`config.mk`:
```
export PLATFORM = sky130hd
export DESIGN_NAME = counter_array_mode_control
export DESIGN_NICKNAME = d
export VERILOG_FILES = /design/src/verilog/counter_array_pkg.sv /design/src/verilog/counter_array_mode_control.sv
export VERILOG_INCLUDE_DIRS = /design/src /design/src/verilog
export SDC_FILE = /design/constraint.sdc
export NUM_CORES = 1
export LEC_CHECK = 0
export ABC_AREA = 0
export BUFFER_PORTS_ARGS = -buffer_cell sky130_fd_sc_hd__buf_2
export CORE_MARGIN = 5
export CORE_UTILIZATION = 44
export CTS_BUF_LIST = sky130_fd_sc_hd__clkbuf_8 sky130_fd_sc_hd__clkbuf_16
export DETAILED_ROUTE_END_ITERATION = 10
export PLACE_DENSITY = 0.86
export SYNTH_ARGS = -nofsm -noshare
export SYNTH_HDL_FRONTEND = slang
export SYNTH_SLANG_ARGS = --single-unit
```
`constraint.sdc`:
```
create_clock -name MCLK -period 2.4 [get_ports MCLK]
set_input_delay 0.72 -clock MCLK [delete_from_list [all_inputs] [get_ports MCLK]]
set_output_delay 0.72 -clock MCLK [all_outputs]
set_load 0.1 [all_outputs]
```
`src/verilog/counter_array_consts.svh`:
```
// Summary of operation
// Once watchdog lock is set, watchdog stays enabled until system reset.
// Mode bit 4 reads zero and ignores writes.
// Timebase codes 000, 001, 100: clock divided by 12, by 4, undivided.
// Timebase code 010 advances once per Timer 0 overflow.
// Code 011 advances on falling external count input; source at most clock/4.
// Code 101 advances at external clock divided by 8, synchronized first.
// Overflow irq enable gates overflow request from the overflow flag.
// While watchdog enabled, writes to other mode bits are ignored.
// Watchdog enable at bit 6, reset 1, makes module 2 the watchdog.
// Idle suspend at bit 7 stops the array while processor idles.
// Reserved codes 110 and 111 select no source; counter stays still.
//
// Purpose: Constants of the counter array mode control block
// Assumes: APB word registers at byte offsets below
// Notes:   Included by its bare name
`ifndef COUNTER_ARRAY_CONSTS_SVH
`define COUNTER_ARRAY_CONSTS_SVH

`define OFS_MODE        12'h000
`define OFS_STATUS      12'h004
`define OFS_MASK        12'h008

`define MODE_RESET      8'h40
`define MODE_WRMASK     8'hef
`define BIT_IRQ_EN      0
`define BIT_SEL_LO      1
`define BIT_LOCK        5
`define BIT_WDOG        6
`define BIT_IDLE_SUSP   7

`define EV_OVERFLOW     0
`define EV_REFUSED      1
`define EV_WIDTH        2

`define DIV12_LAST      4'hb
`define DIV4_LAST       2'h3
`define EXT_DIV_LAST    3'h7

`endif

```
`src/verilog/counter_array_pkg.sv`:
```
// Purpose: Types of the counter array mode control block
// Assumes: Constants come from the header
// Notes:   Enum order gives the timebase codes 000 to 101
package counter_array_pkg;

   typedef enum logic [2:0] {
      TB_DIV12,
      TB_DIV4,
      TB_TIMER0,
      TB_ECI_FALL,
      TB_SYSCLK,
      TB_EXT_DIV8
   } timebase_t;

endpackage

```
`src/verilog/counter_array_mode_control.sv`:
```
// Purpose: Mode control and timebase selection of a counter array
// Assumes: MCLK 25 MHz, synchronous active high RESET, APB slave
// Notes:   External clock must stay well below MCLK/4
`timescale 1ns/1ns
`include "counter_array_consts.svh"

module counter_array_mode_control
   import counter_array_pkg::*;
#(
   parameter int ADDR_W = 12
) (
   input  wire logic              MCLK,
   input  wire logic              RESET,
   input  wire logic              PSEL,
   input  wire logic              PENABLE,
   input  wire logic              PWRITE,
   input  wire logic [ADDR_W-1:0] PADDR,
   input  wire logic [31:0]       PWDATA,
   output logic      [31:0]       PRDATA,
   output logic                   PREADY,
   output logic                   PSLVERR,
   input  wire logic              TIMER0_OVF,
   input  wire logic              EXTERNAL_COUNT_INPUT,
   input  wire logic              EXT_CLK,
   input  wire logic              COUNTER_OVERFLOW_FLAG,
   input  wire logic              CPU_IDLE,
   output logic                   COUNT_TICK,
   output logic                   WATCHDOG_ENABLE,
   output logic                   ARRAY_RUN,
   output logic                   OVERFLOW_REQ,
   output logic                   IRQ
);

   // Refused at elaboration: the map needs offsets up to 0x008
   if (ADDR_W < 4) begin : g_addr_w_check
      $error("ADDR_W too small for the register map");
   end

   //----------------------------------------------------------
   // Bus decode
   //----------------------------------------------------------
   logic        pready_r;
   logic        access_c;
   logic        wr_c;
   logic [11:0] ofs_c;
   logic        hit_c;

   assign access_c = PSEL && PENABLE && pready_r;
   assign wr_c     = access_c && PWRITE;
   assign ofs_c    = 12'(PADDR);
   assign hit_c    = (ofs_c == `OFS_MODE) || (ofs_c == `OFS_STATUS)
                  || (ofs_c == `OFS_MASK);

   //----------------------------------------------------------
   // Mode register
   //----------------------------------------------------------
   logic [7:0] mode_r;
   logic [7:0] mode_nxt;
   logic [7:0] wval_c;
   logic       wr_mode_c;
   logic       refused_c;

   assign wr_mode_c = wr_c && (ofs_c == `OFS_MODE);
   assign wval_c    = PWDATA[7:0] & `MODE_WRMASK;

   always_comb begin
      mode_nxt  = mode_r;
      refused_c = 1'b0;
      if (wr_mode_c) begin
         if (mode_r[`BIT_WDOG]) begin
            // Only the watchdog bits themselves stay writable
            mode_nxt[`BIT_WDOG] = wval_c[`BIT_WDOG];
            mode_nxt[`BIT_LOCK] = wval_c[`BIT_LOCK];
            refused_c = ((wval_c ^ mode_r) & 8'h9f) != 8'h00;
         end else begin
            mode_nxt = wval_c;
         end
         mode_nxt[`BIT_LOCK] = mode_nxt[`BIT_LOCK] | mode_r[`BIT_LOCK];
      end
      if (mode_nxt[`BIT_LOCK]) begin
         mode_nxt[`BIT_WDOG] = 1'b1;
      end
   end

   always_ff @(posedge MCLK) begin
      if (RESET) begin
         mode_r <= `MODE_RESET;
      end else begin
         mode_r <= mode_nxt;
      end
   end

   logic [2:0] sel_c;
   logic       run_c;
   assign sel_c = mode_r[`BIT_SEL_LO +: 3];
   assign run_c = !(mode_r[`BIT_IDLE_SUSP] && CPU_IDLE);

   //----------------------------------------------------------
   // Pin synchronisers
   //----------------------------------------------------------
   logic [2:0] eci_sy_r;
   logic [2:0] ext_sy_r;
   logic       eci_lvl_r;
   logic       ext_lvl_r;

   // A level changes only once stages two and three agree
   function automatic logic filt(input logic [2:0] s, input logic old);
      filt = (s[1] == s[2]) ? s[2] : old;
   endfunction

   always_ff @(posedge MCLK) begin
      if (RESET) begin
         eci_sy_r  <= 3'h7;
         ext_sy_r  <= 3'h0;
         eci_lvl_r <= 1'b1;
         ext_lvl_r <= 1'b0;
      end else begin
         eci_sy_r  <= {eci_sy_r[1:0], EXTERNAL_COUNT_INPUT};
         ext_sy_r  <= {ext_sy_r[1:0], EXT_CLK};
         eci_lvl_r <= filt(eci_sy_r, eci_lvl_r);
         ext_lvl_r <= filt(ext_sy_r, ext_lvl_r);
      end
   end

   logic eci_fall_c;
   logic ext_rise_c;
   assign eci_fall_c = eci_lvl_r && !filt(eci_sy_r, eci_lvl_r);
   assign ext_rise_c = !ext_lvl_r && filt(ext_sy_r, ext_lvl_r);

   //----------------------------------------------------------
   // Prescalers
   //----------------------------------------------------------
   logic [3:0] div12_r;
   logic [1:0] div4_r;
   logic [2:0] ext_cnt_r;

   always_ff @(posedge MCLK) begin
      if (RESET) begin
         div12_r <= 4'h0;
         div4_r  <= 2'h0;
      end else if (run_c) begin
         div12_r <= (div12_r == `DIV12_LAST) ? 4'h0 : div12_r + 4'h1;
         div4_r  <= div4_r + 2'h1;
      end
   end

   always_ff @(posedge MCLK) begin
      if (RESET) begin
         ext_cnt_r <= 3'h0;
      end else if (ext_rise_c && run_c) begin
         ext_cnt_r <= ext_cnt_r + 3'h1;
      end
   end

   //----------------------------------------------------------
   // Timebase selection
   //----------------------------------------------------------
   logic src_c;
   always_comb begin
      unique case (sel_c)
         TB_DIV12:    src_c = div12_r == `DIV12_LAST;
         TB_DIV4:     src_c = div4_r == `DIV4_LAST;
         TB_TIMER0:   src_c = TIMER0_OVF;
         TB_ECI_FALL: src_c = eci_fall_c;
         TB_SYSCLK:   src_c = 1'b1;
         TB_EXT_DIV8: src_c = ext_rise_c && (ext_cnt_r == `EXT_DIV_LAST);
         default:     src_c = 1'b0;
      endcase
   end

   always_ff @(posedge MCLK) begin
      if (RESET) begin
         COUNT_TICK      <= 1'b0;
         ARRAY_RUN       <= 1'b1;
         WATCHDOG_ENABLE <= 1'b1;
         OVERFLOW_REQ    <= 1'b0;
      end else begin
         COUNT_TICK      <= src_c && run_c;
         ARRAY_RUN       <= run_c;
         WATCHDOG_ENABLE <= mode_r[`BIT_WDOG];
         OVERFLOW_REQ    <= mode_r[`BIT_IRQ_EN] && COUNTER_OVERFLOW_FLAG;
      end
   end

   //----------------------------------------------------------
   // Interrupt status and mask
   //----------------------------------------------------------
   logic [`EV_WIDTH-1:0] stat_r;
   logic [`EV_WIDTH-1:0] mask_r;
   logic [`EV_WIDTH-1:0] ev_c;
   logic                 ovf_d_r;

   assign ev_c = {refused_c, COUNTER_OVERFLOW_FLAG && !ovf_d_r};

   always_ff @(posedge MCLK) begin
      if (RESET) begin
         stat_r  <= '0;
         ovf_d_r <= 1'b0;
      end else begin
         ovf_d_r <= COUNTER_OVERFLOW_FLAG;
         // Set wins over a clear in the same cycle
         if (wr_c && ofs_c == `OFS_STATUS) begin
            stat_r <= (stat_r & ~PWDATA[`EV_WIDTH-1:0]) | ev_c;
         end else begin
            stat_r <= stat_r | ev_c;
         end
      end
   end

   always_ff @(posedge MCLK) begin
      if (RESET) begin
         mask_r <= '0;
      end else if (wr_c && ofs_c == `OFS_MASK) begin
         mask_r <= PWDATA[`EV_WIDTH-1:0];
      end
   end

   always_ff @(posedge MCLK) begin
      if (RESET) begin
         IRQ <= 1'b0;
      end else begin
         IRQ <= |(stat_r & mask_r);
      end
   end

   //----------------------------------------------------------
   // APB answer, one wait state
   //----------------------------------------------------------
   logic [31:0] rdata_c;
   always_comb begin
      rdata_c = 32'h0000_0000;
      if (ofs_c == `OFS_MODE) begin
         rdata_c[7:0] = mode_r;
      end else if (ofs_c == `OFS_STATUS) begin
         rdata_c[`EV_WIDTH-1:0] = stat_r;
      end else if (ofs_c == `OFS_MASK) begin
         rdata_c[`EV_WIDTH-1:0] = mask_r;
      end
   end

   always_ff @(posedge MCLK) begin
      if (RESET) begin
         pready_r <= 1'b0;
         PRDATA   <= 32'h0000_0000;
         PSLVERR  <= 1'b0;
      end else if (PSEL && PENABLE && !pready_r) begin
         pready_r <= 1'b1;
         PRDATA   <= PWRITE ? 32'h0000_0000 : rdata_c;
         PSLVERR  <= !hit_c;
      end else begin
         pready_r <= 1'b0;
         PSLVERR  <= 1'b0;
      end
   end
   assign PREADY = pready_r;
endmodule

```
==> flow_metrics.tcl, run 1 <==
set metrics [dict create \
    grt_pass1_wl_um 6240 \
    cts.sinks 43 \
    cp-start-kind "primary input" \
    wl_per_cell_um 11.7 \
    htreeDepth 2 \
    drc 0 \
    finalHoldViolCount 0 \
    synth_seq_cells 43 \
    cp_slowest_stage_delay_ns 0.42 \
    yosysSeqAreaShare 0.422 \
    outcome "finished clean" \
    routabilityCongestion 0.815 \
    dieArea_mm2 0.00609 \
    cp-startpoint "PADDR[5]" \
    synth.distinct_cells 39 \
    fp.dieW_um 78.1 \
    grt_max_degree 41 \
    cts_resized 0 \
    ir_drop_v 0.000242 \
    portBuffers 42 \
    path_max_fanout 5 \
    slowest_stage "nor3b_4" \
    tns_ns 0 \
    first_global_vias 1424 \
    critPathBufInv 1 \
    netlist_instances 219 \
    final_nets 321 \
    drt_first_pass_iters 4 \
    grt_setup_unrepaired "no" \
    fin_crit_ns 1.86 \
    path_class "primary input to flop" \
    syn_to_final_growth_pct 13.9 \
    insertedDiodeCount 0 \
    ys_top_cells_by_area "dfxtp_1 42%, buf_4 9.2%, mux2i_1 4.4%" \
    yosysWarnings 0 \
    overflow 0 \
    reg2reg_from "PREADY" \
    die_height_um 78.1 \
    finalWirelength_um 3690 \
    antenna_left 0 \
    finClkSkew_ns 0.00656 \
    numCtsBuffers 5 \
    core_area_mm2 0.00441 \
    setup_viol 0 \
    vias_per_cell 4.87 \
    drt-initial-drc-count 80 \
    power_density_mw_per_mm2 680 \
    layout_commonest_cell "dfxtp_1" \
    maxCapViolCount 0 \
    postSynthAreaPerCell_um2 9.31 \
    hpwlAfterDp_um 2870 \
    path_cells "buf_2, nor4_4, nand3_2, nor3b_4, mux2i_1" \
    crit_required_ns 2.62 \
    clk_path_buf_depth 2 \
    synth_largest_area_cell "dfxtp_1" \
    start_util 0.462 \
    fillCellCount 415 \
    crit_arrival_ns 2.08 \
    grt_util_all_layers 0.124 \
    hold_class "flop to flop" \
    clockRootBuffer "clkbuf_8" \
    cts_tree "done" \
    maxSlewViolCount 0 \
    syn_area_mm2 0.00204 \
    vias 1539 \
    leakage_uw 0.00103 \
    fin_crit_sh 0.775 \
    pin_count 93 \
    clk_latency_ns 0.29 \
    endpoint_kind "flop" \
    antenna_found_initial 0 \
    cts.clk_slew.worst_paths_ns 0.08 \
    min_from "eci_sy_r[0]" \
    final_cell_mix "43 x dfxtp_1, 42 x buf_2, 25 x conb_1" \
    postCtsSetupRepairBufs 0 \
    synth_top_area_share 0.422 \
    hold_buffers 0 \
    fmax_ghz 0.537 \
    cpLargestDelayFamily "simple AND/OR/NAND/NOR gates" \
    drive_above_1_share 0.239 \
    rows 24 \
    whs_ns 0.412 \
]
## cells by family (layout without fill, tap and decap cells)
group / count (synthesis) / after routing / synth area share
AOI/OAI and AO/OA: 36 / 36 / 0.116
muxes: 9 / 9 / 0.0442
adders and majority gates: 4 / 4 / 0.0246
DFF: 43 / 43 / 0.422
buffers and inverters: 36 / 57 / 0.112
xor gates and xnor gates: 7 / 7 / 0.0301
and+or+nand+nor: 83 / 83 / 0.249
other: 1 / 25 / 0.00184
## metrics by stage
stage | power (uW) | instances | setup slack (ns) | area [um2] | util
CTS | 1600 | 316 | 0.522 | 2320 | 0.526
finish | 1580 | 316 | 0.539 | 2320 | 0.526
global placement | 1030 | 308 | 0.272 | 2200 | 0.499
detailed placement | 1030 | 308 | 0.214 | 2200 | 0.499
global route | 1650 | 316 | 0.380 | 2320 | 0.526
floorplan | 1010 | 243 | 0.411 | 2130 | -
## Yosys cell counts
| library cell | instances |
|---|---|
| nand2b_1 | 14 |
| xnor2_1 | 4 |
| and2_1 | 4 |
| a311o_1 | 2 |
| or2_0 | 2 |
| nor3b_4 | 1 |
| nor4bb_1 | 1 |
| nand3_2 | 1 |
| nor4b_1 | 2 |
| a21oi_1 | 12 |
| a22oi_1 | 1 |
| nor2b_1 | 7 |
| a22o_1 | 6 |
| nor3_2 | 1 |
| clkbuf_1 | 5 |
| a32o_1 | 2 |
| and4_1 | 1 |
| dfxtp_1 | 43 |
| nor3_1 | 5 |
| nand3b_1 | 1 |
| inv_1 | 6 |
| conb_1 | 1 |
| nor4_4 | 2 |
| nor4_2 | 1 |
| or2_2 | 5 |
| buf_4 | 25 |
| o21ba_2 | 1 |
| nor2_1 | 17 |
| xor2_1 | 3 |
| mux2i_1 | 9 |
| o21ai_0 | 8 |
| a31oi_1 | 2 |
| o21bai_1 | 1 |
| ha_1 | 4 |
| or3_1 | 1 |
| nor4_1 | 1 |
| nand2_1 | 13 |
| nand4_1 | 3 |
| o22ai_1 | 1 |
## state kept, by name, indices dropped and copies added, names as in the netlist, 2 cells and up
signal,count
ext_sy_r,3
ext_cnt_r,3
div4_r,2
mode_r,7
eci_sy_r,3
PRDATA,7
stat_r,2
div12_r,4
mask_r,2
## worst register-to-register path: cells and delay by family (launching register included)
family	cells	cell delay, ns
DFF	1	0.37
AOI/OAI and AO/OA	2	0.50
and+or+nand+nor	2	0.50
## layout make-up
| type | count | area (um2) | share of cell area |
|---|---|---|---|
| clock buffers | 6 | 82.6 | 0.0356 |
| clock inverters | 2 | 35.0 | 0.0151 |
| inverters | 6 | 22.5 | 0.00970 |
| multi-input cells | 164 | 1040 | 0.447 |
| flip-flops and latches | 43 | 861 | 0.371 |
| well taps | 52 | 65.1 | 0.0280 |
| repair buffers | 43 | 218 | 0.0937 |
## per-layer routing
layer | vias up | GRT usage | share of wire | wire length [um]
li1 | 787 | - | - | -
met2 | 50 | 0.216 | 0.50 | 1850
met3 | 6 | 0.0423 | 0.085 | 315
met5 | - | 0 | 0 | 0
met4 | 0 | 0.0372 | 0.011 | 40
met1 | 696 | 0.144 | 0.40 | 1480
## final timing paths
kind	slack (ns)	cells after the start	endpoint
worst max register to register	0.96	4	stat_r[1]
worst max-delay path	0.54	5	mode_r[0]
worst min-delay path	0.41	1	eci_sy_r[1]
worst min register to register	0.41	1	eci_sy_r[1]
## report_power, final
| group | switching [uW] | internal (uW) |
|---|---|---|
| Clock | 230 | 336 |
| Combinational | 230 | 46.0 |
| Sequential | 9.11 | 728 |
Power figures use the tool's default switching activity.
==> run 2, diff against run 1 <==
- CORE_UTILIZATION: 44 -> 42
- clock period: 2.4 -> 1.6 ns (I/O delays scaled with it)
==> flow_metrics.tcl, run 2 (same netlist as run 1, synthesis figures left out) <==
set metrics [dict create \
    syn_to_final_growth_pct 20.5 \
    cp-start-kind "flop" \
    power_density_mw_per_mm2 976 \
    crit_required_ns 1.12 \
    die_height_um 79.7 \
    numCtsBuffers 5 \
    setup_viol 0 \
    cts.sinks 43 \
    finalHoldViolCount 0 \
    drt_first_pass_iters 4 \
    fin_ws_ns 0.0434 \
    finClkSkew_ns 0.0155 \
    r2r_end "PRDATA[1]" \
    maxSlewViolCount 0 \
    whs_ns 0.374 \
    grt_max_degree 41 \
    ir_drop_v 0.000453 \
    core_area_mm2 0.00472 \
    reg2reg_depth 3 \
    drive_above_1_share 0.281 \
    grt_setup_unrepaired "no" \
    final_cell_mix "42 x dfxtp_1, 41 x buf_2, 25 x conb_1" \
    drt-initial-drc-count 86 \
    wl_per_cell_um 11.7 \
    grt_util_all_layers 0.132 \
    finalWirelength_um 4050 \
    r2r_slack_ns 0.25 \
    first_global_vias 1579 \
    path_cells "buf_2" \
    rows 25 \
    layout_commonest_cell "dfxtp_1" \
    endpoint_kind "primary output" \
    vias_per_cell 4.68 \
    path_depth 1 \
    path_max_fanout 4 \
    outcome "finished clean" \
    crit_arrival_ns 1.08 \
    cts.clk_slew.worst_paths_ns 0.09 \
    pre_cts_slack_ns -0.238 \
    fmax_ghz 0.642 \
    cp-startpoint "PREADY" \
    cpLargestDelayFamily "buffers and inverters" \
    reg2reg_from "PREADY" \
    htreeDepth 2 \
    slowest_stage "buf_2" \
    dieArea_mm2 0.00635 \
    fin_crit_sh 0.973 \
    pin_count 93 \
    grt_pass1_wl_um 6740 \
    insertedDiodeCount 0 \
    maxCapViolCount 0 \
    fp.dieW_um 79.7 \
    routabilityCongestion 0.811 \
    tns_ns 0 \
    antenna_left 0 \
    clk_latency_ns 0.29 \
    hold_class "primary input to flop" \
    start_util 0.432 \
    biggestRegsByFlops "PRDATA x7, mode_r x7, div12_r x4" \
    antenna_found_initial 0 \
    clk_path_buf_depth 2 \
    fillCellCount 418 \
    cts_tree "done" \
    fin_crit_ns 1.56 \
    vias 1616 \
    portBuffers 42 \
    clockRootBuffer "clkbuf_8" \
    final_nets 335 \
    hold_buffers 0 \
    cp_slowest_stage_delay_ns 0.42 \
    hpwlAfterDp_um 3140 \
    drc 0 \
    overflow 0 \
    path_class "flop to primary output" \
    critPathBufInv 1 \
    leakage_uw 0.00110 \
    crit_path_end "PREADY" \
]
run 2: changes by cell type in the layout (fill, tap and decap cells not counted):
cell / previous run / this run
buf_6: 0 / 1
clkbuf_4: 0 / 1
dfxtp_1: 43 / 42
buf_2: 42 / 41
dfxtp_4: 0 / 1
buf_4: 1 / 14
run 2: timing repair:
item                       in CTS  in global routing
gates resized for setup         0                  2
setup endpoints to repair       0                  5
setup buffers                   0                  2
run 2: worst min-delay path by stage:
stage	from	endpoint	cells past startpoint
after floorplan	eci_sy_r[0]	eci_sy_r[1]	1
after global placement	eci_sy_r[0]	eci_sy_r[1]	1
after detailed placement	eci_sy_r[0]	eci_sy_r[1]	1
after CTS	EXTERNAL_COUNT_INPUT	eci_sy_r[0]	2
after global routing	EXTERNAL_COUNT_INPUT	eci_sy_r[0]	2
final	EXTERNAL_COUNT_INPUT	eci_sy_r[0]	2
run 2: metal layers:
metal  share of wire  GRT usage
met1            0.41      0.149
met2            0.52      0.235
met3           0.057     0.0305
met4           0.012     0.0584
met5               0          0
run 2: report_power, final:
part           switching [uW]  internal, uW
clock                     353           505
sequential               14.8          1090
combinational             351          81.6
total                     719          1680
run 2: area by class of cell:
cell class | instances | area, um2 | share of cell area
multi-input cells | 164 | 1040 | 0.423
flip-flops and latches | 43 | 865 | 0.352
repair buffers | 57 | 329 | 0.134
well taps | 67 | 83.8 | 0.0341
clock buffers | 6 | 82.6 | 0.0336
clock inverters | 2 | 35.0 | 0.0143
inverters | 6 | 22.5 | 0.00917
run 2: stage by stage:
step	total power (uW)	cell area, um2	util	cells
after floorplan	1520	2130	-	243
after global placement	1550	2320	0.491	335
after detailed placement	1560	2320	0.491	335
after CTS	2400	2430	0.515	343
after global routing	2500	2460	0.520	345
final	2400	2460	0.520	345
==> run 3, diff against run 2 <==
- CORE_UTILIZATION: 42 -> 38
- PLACE_DENSITY: 0.86 -> 0.8
==> flow_metrics.tcl, run 3 (same netlist as run 1, synthesis figures left out) <==
set metrics [dict create \
    outcome "finished clean" \
    numCtsBuffers 5 \
    critPathBufInv 1 \
    vias 1606 \
    drt-initial-drc-count 82 \
    seqCellArea_um2 865 \
    portBuffers 42 \
    path_cells "buf_2" \
    finalWirelength_um 4130 \
    biggestRegsByFlops "PRDATA x7, mode_r x7, div12_r x4" \
    power_frac_seq 0.491 \
    cp-start-kind "flop" \
    hpwlAfterDp_um 3130 \
    leakage_uw 0.00108 \
    pin_count 93 \
    dieArea_mm2 0.00693 \
    grt_pass1_wl_um 6800 \
    clk_path_buf_depth 2 \
    p_int_uw 1480 \
    cp_slowest_stage_delay_ns 0.42 \
    p_comb_frac 0.192 \
    slowest_stage "buf_2" \
    r2r_slack_ns 0.28 \
    clk_latency_ns 0.30 \
    post_dp_cell_area_mm2 0.00230 \
    layout_commonest_cell "dfxtp_1" \
    pwr-share-clk 0.317 \
    reg2reg_depth 4 \
    drc 0 \
    ir_drop_v 0.000404 \
    setup_viol 0 \
    maxSlewViolCount 0 \
    cts.clk_slew.worst_paths_ns 0.09 \
    path_depth 1 \
    switchingPower_uw 765 \
    endpoint_kind "primary output" \
    antenna_left 0 \
    vias_per_cell 4.63 \
    antenna_found_initial 0 \
    wl_per_cell_um 11.9 \
    hold_buffers 0 \
    htreeDepth 2 \
    cp-startpoint "PREADY" \
    rows 26 \
    fillCellCount 508 \
    crit_required_ns 1.12 \
    finalHoldViolCount 0 \
    fin_crit_sh 0.984 \
    drt_first_pass_iters 4 \
    swShare 0.340 \
    path_class "flop to primary output" \
    insertedDiodeCount 0 \
    cpLargestDelayFamily "buffers and inverters" \
    overflow 0 \
    reg2reg_from "PREADY" \
    crit_arrival_ns 1.09 \
    final_cell_area_mm2 0.00243 \
    clockRootBuffer "clkbuf_8" \
    cts.sinks 43 \
    first_global_vias 1520 \
    final_nets 334 \
    multiInputGateArea_mm2 0.00104 \
    cts_tree "done" \
    met1_usage 0.137 \
    grt_util_all_layers 0.118 \
    drive_above_1_share 0.282 \
    fp.dieW_um 83.2 \
    grt_max_degree 41 \
    hold_class "primary input to flop" \
    met3_usage 0.0327 \
    die_height_um 83.2 \
    crit_path_end "PREADY" \
    core_area_mm2 0.00517 \
    fin_crit_ns 1.57 \
    fmax_ghz 0.635 \
    maxCapViolCount 0 \
    syn_to_final_growth_pct 19.3 \
    routabilityCongestion 0.847 \
    grt_use_met2 0.200 \
    busiest_layer "met2" \
    start_util 0.394 \
    path_max_fanout 4 \
    finClkSkew_ns 0.00671 \
    fin_cells 347 \
    whs_ns 0.351 \
    place_inst 335 \
    final_cell_mix "42 x dfxtp_1, 41 x buf_2, 25 x conb_1" \
    r2r_end "stat_r[1]" \
    power_density_mw_per_mm2 925 \
]
run 3: per-layer routing:
metal,wire length (um),share of wire
met2,2030,0.49
met5,0,0
met3,271,0.066
met1,1740,0.42
met4,90,0.022
run 3: area by class of cell:
class,instances,share of cell area
Multi-Input combinational cell,164,0.430
Sequential cell,43,0.355
Timing Repair Buffer,56,0.132
Tap cell,70,0.0360
Clock buffer,5,0.0283
Clock inverter,3,0.00926
Inverter,6,0.00926
run 3: power by group through the flow:
stage	Sequential, uW	Clock, uW	Combinational [uW]
after floorplan	1140	0	379
after global placement	1130	0	419
after detailed placement	1130	0	427
after CTS	1100	722	427
after global routing	1110	775	454
final	1100	713	432
run 3: timing repair:
action / in CTS / in global routing
resized for setup: 0 / 3
setup buffers: 0 / 4
setup endpoints to repair: 0 / 9
run 3: metrics by stage:
stage          TNS, ns   util  worst slack [ns]  power, uW
2_1_floorplan        0      -           0.00381       1520
3_3_place_gp     -2.06  0.444            -0.206       1550
3_5_place_dp     -2.68  0.444            -0.258       1560
4_1_cts              0  0.462            0.0258       2250
5_1_grt         -0.108  0.470           -0.0242       2340
6_report             0  0.470            0.0261       2250
run 3: how the worst min path moves through the flow:
| stage | startpoint | to | cells past startpoint |
|---|---|---|---|
| detailed placement | eci_sy_r[0] | eci_sy_r[1] | 1 |
| finish | EXTERNAL_COUNT_INPUT | eci_sy_r[0] | 2 |
| floorplan | eci_sy_r[0] | eci_sy_r[1] | 1 |
| CTS | EXTERNAL_COUNT_INPUT | eci_sy_r[0] | 2 |
| global placement | eci_sy_r[0] | eci_sy_r[1] | 1 |
| global route | EXTERNAL_COUNT_INPUT | eci_sy_r[0] | 2 |
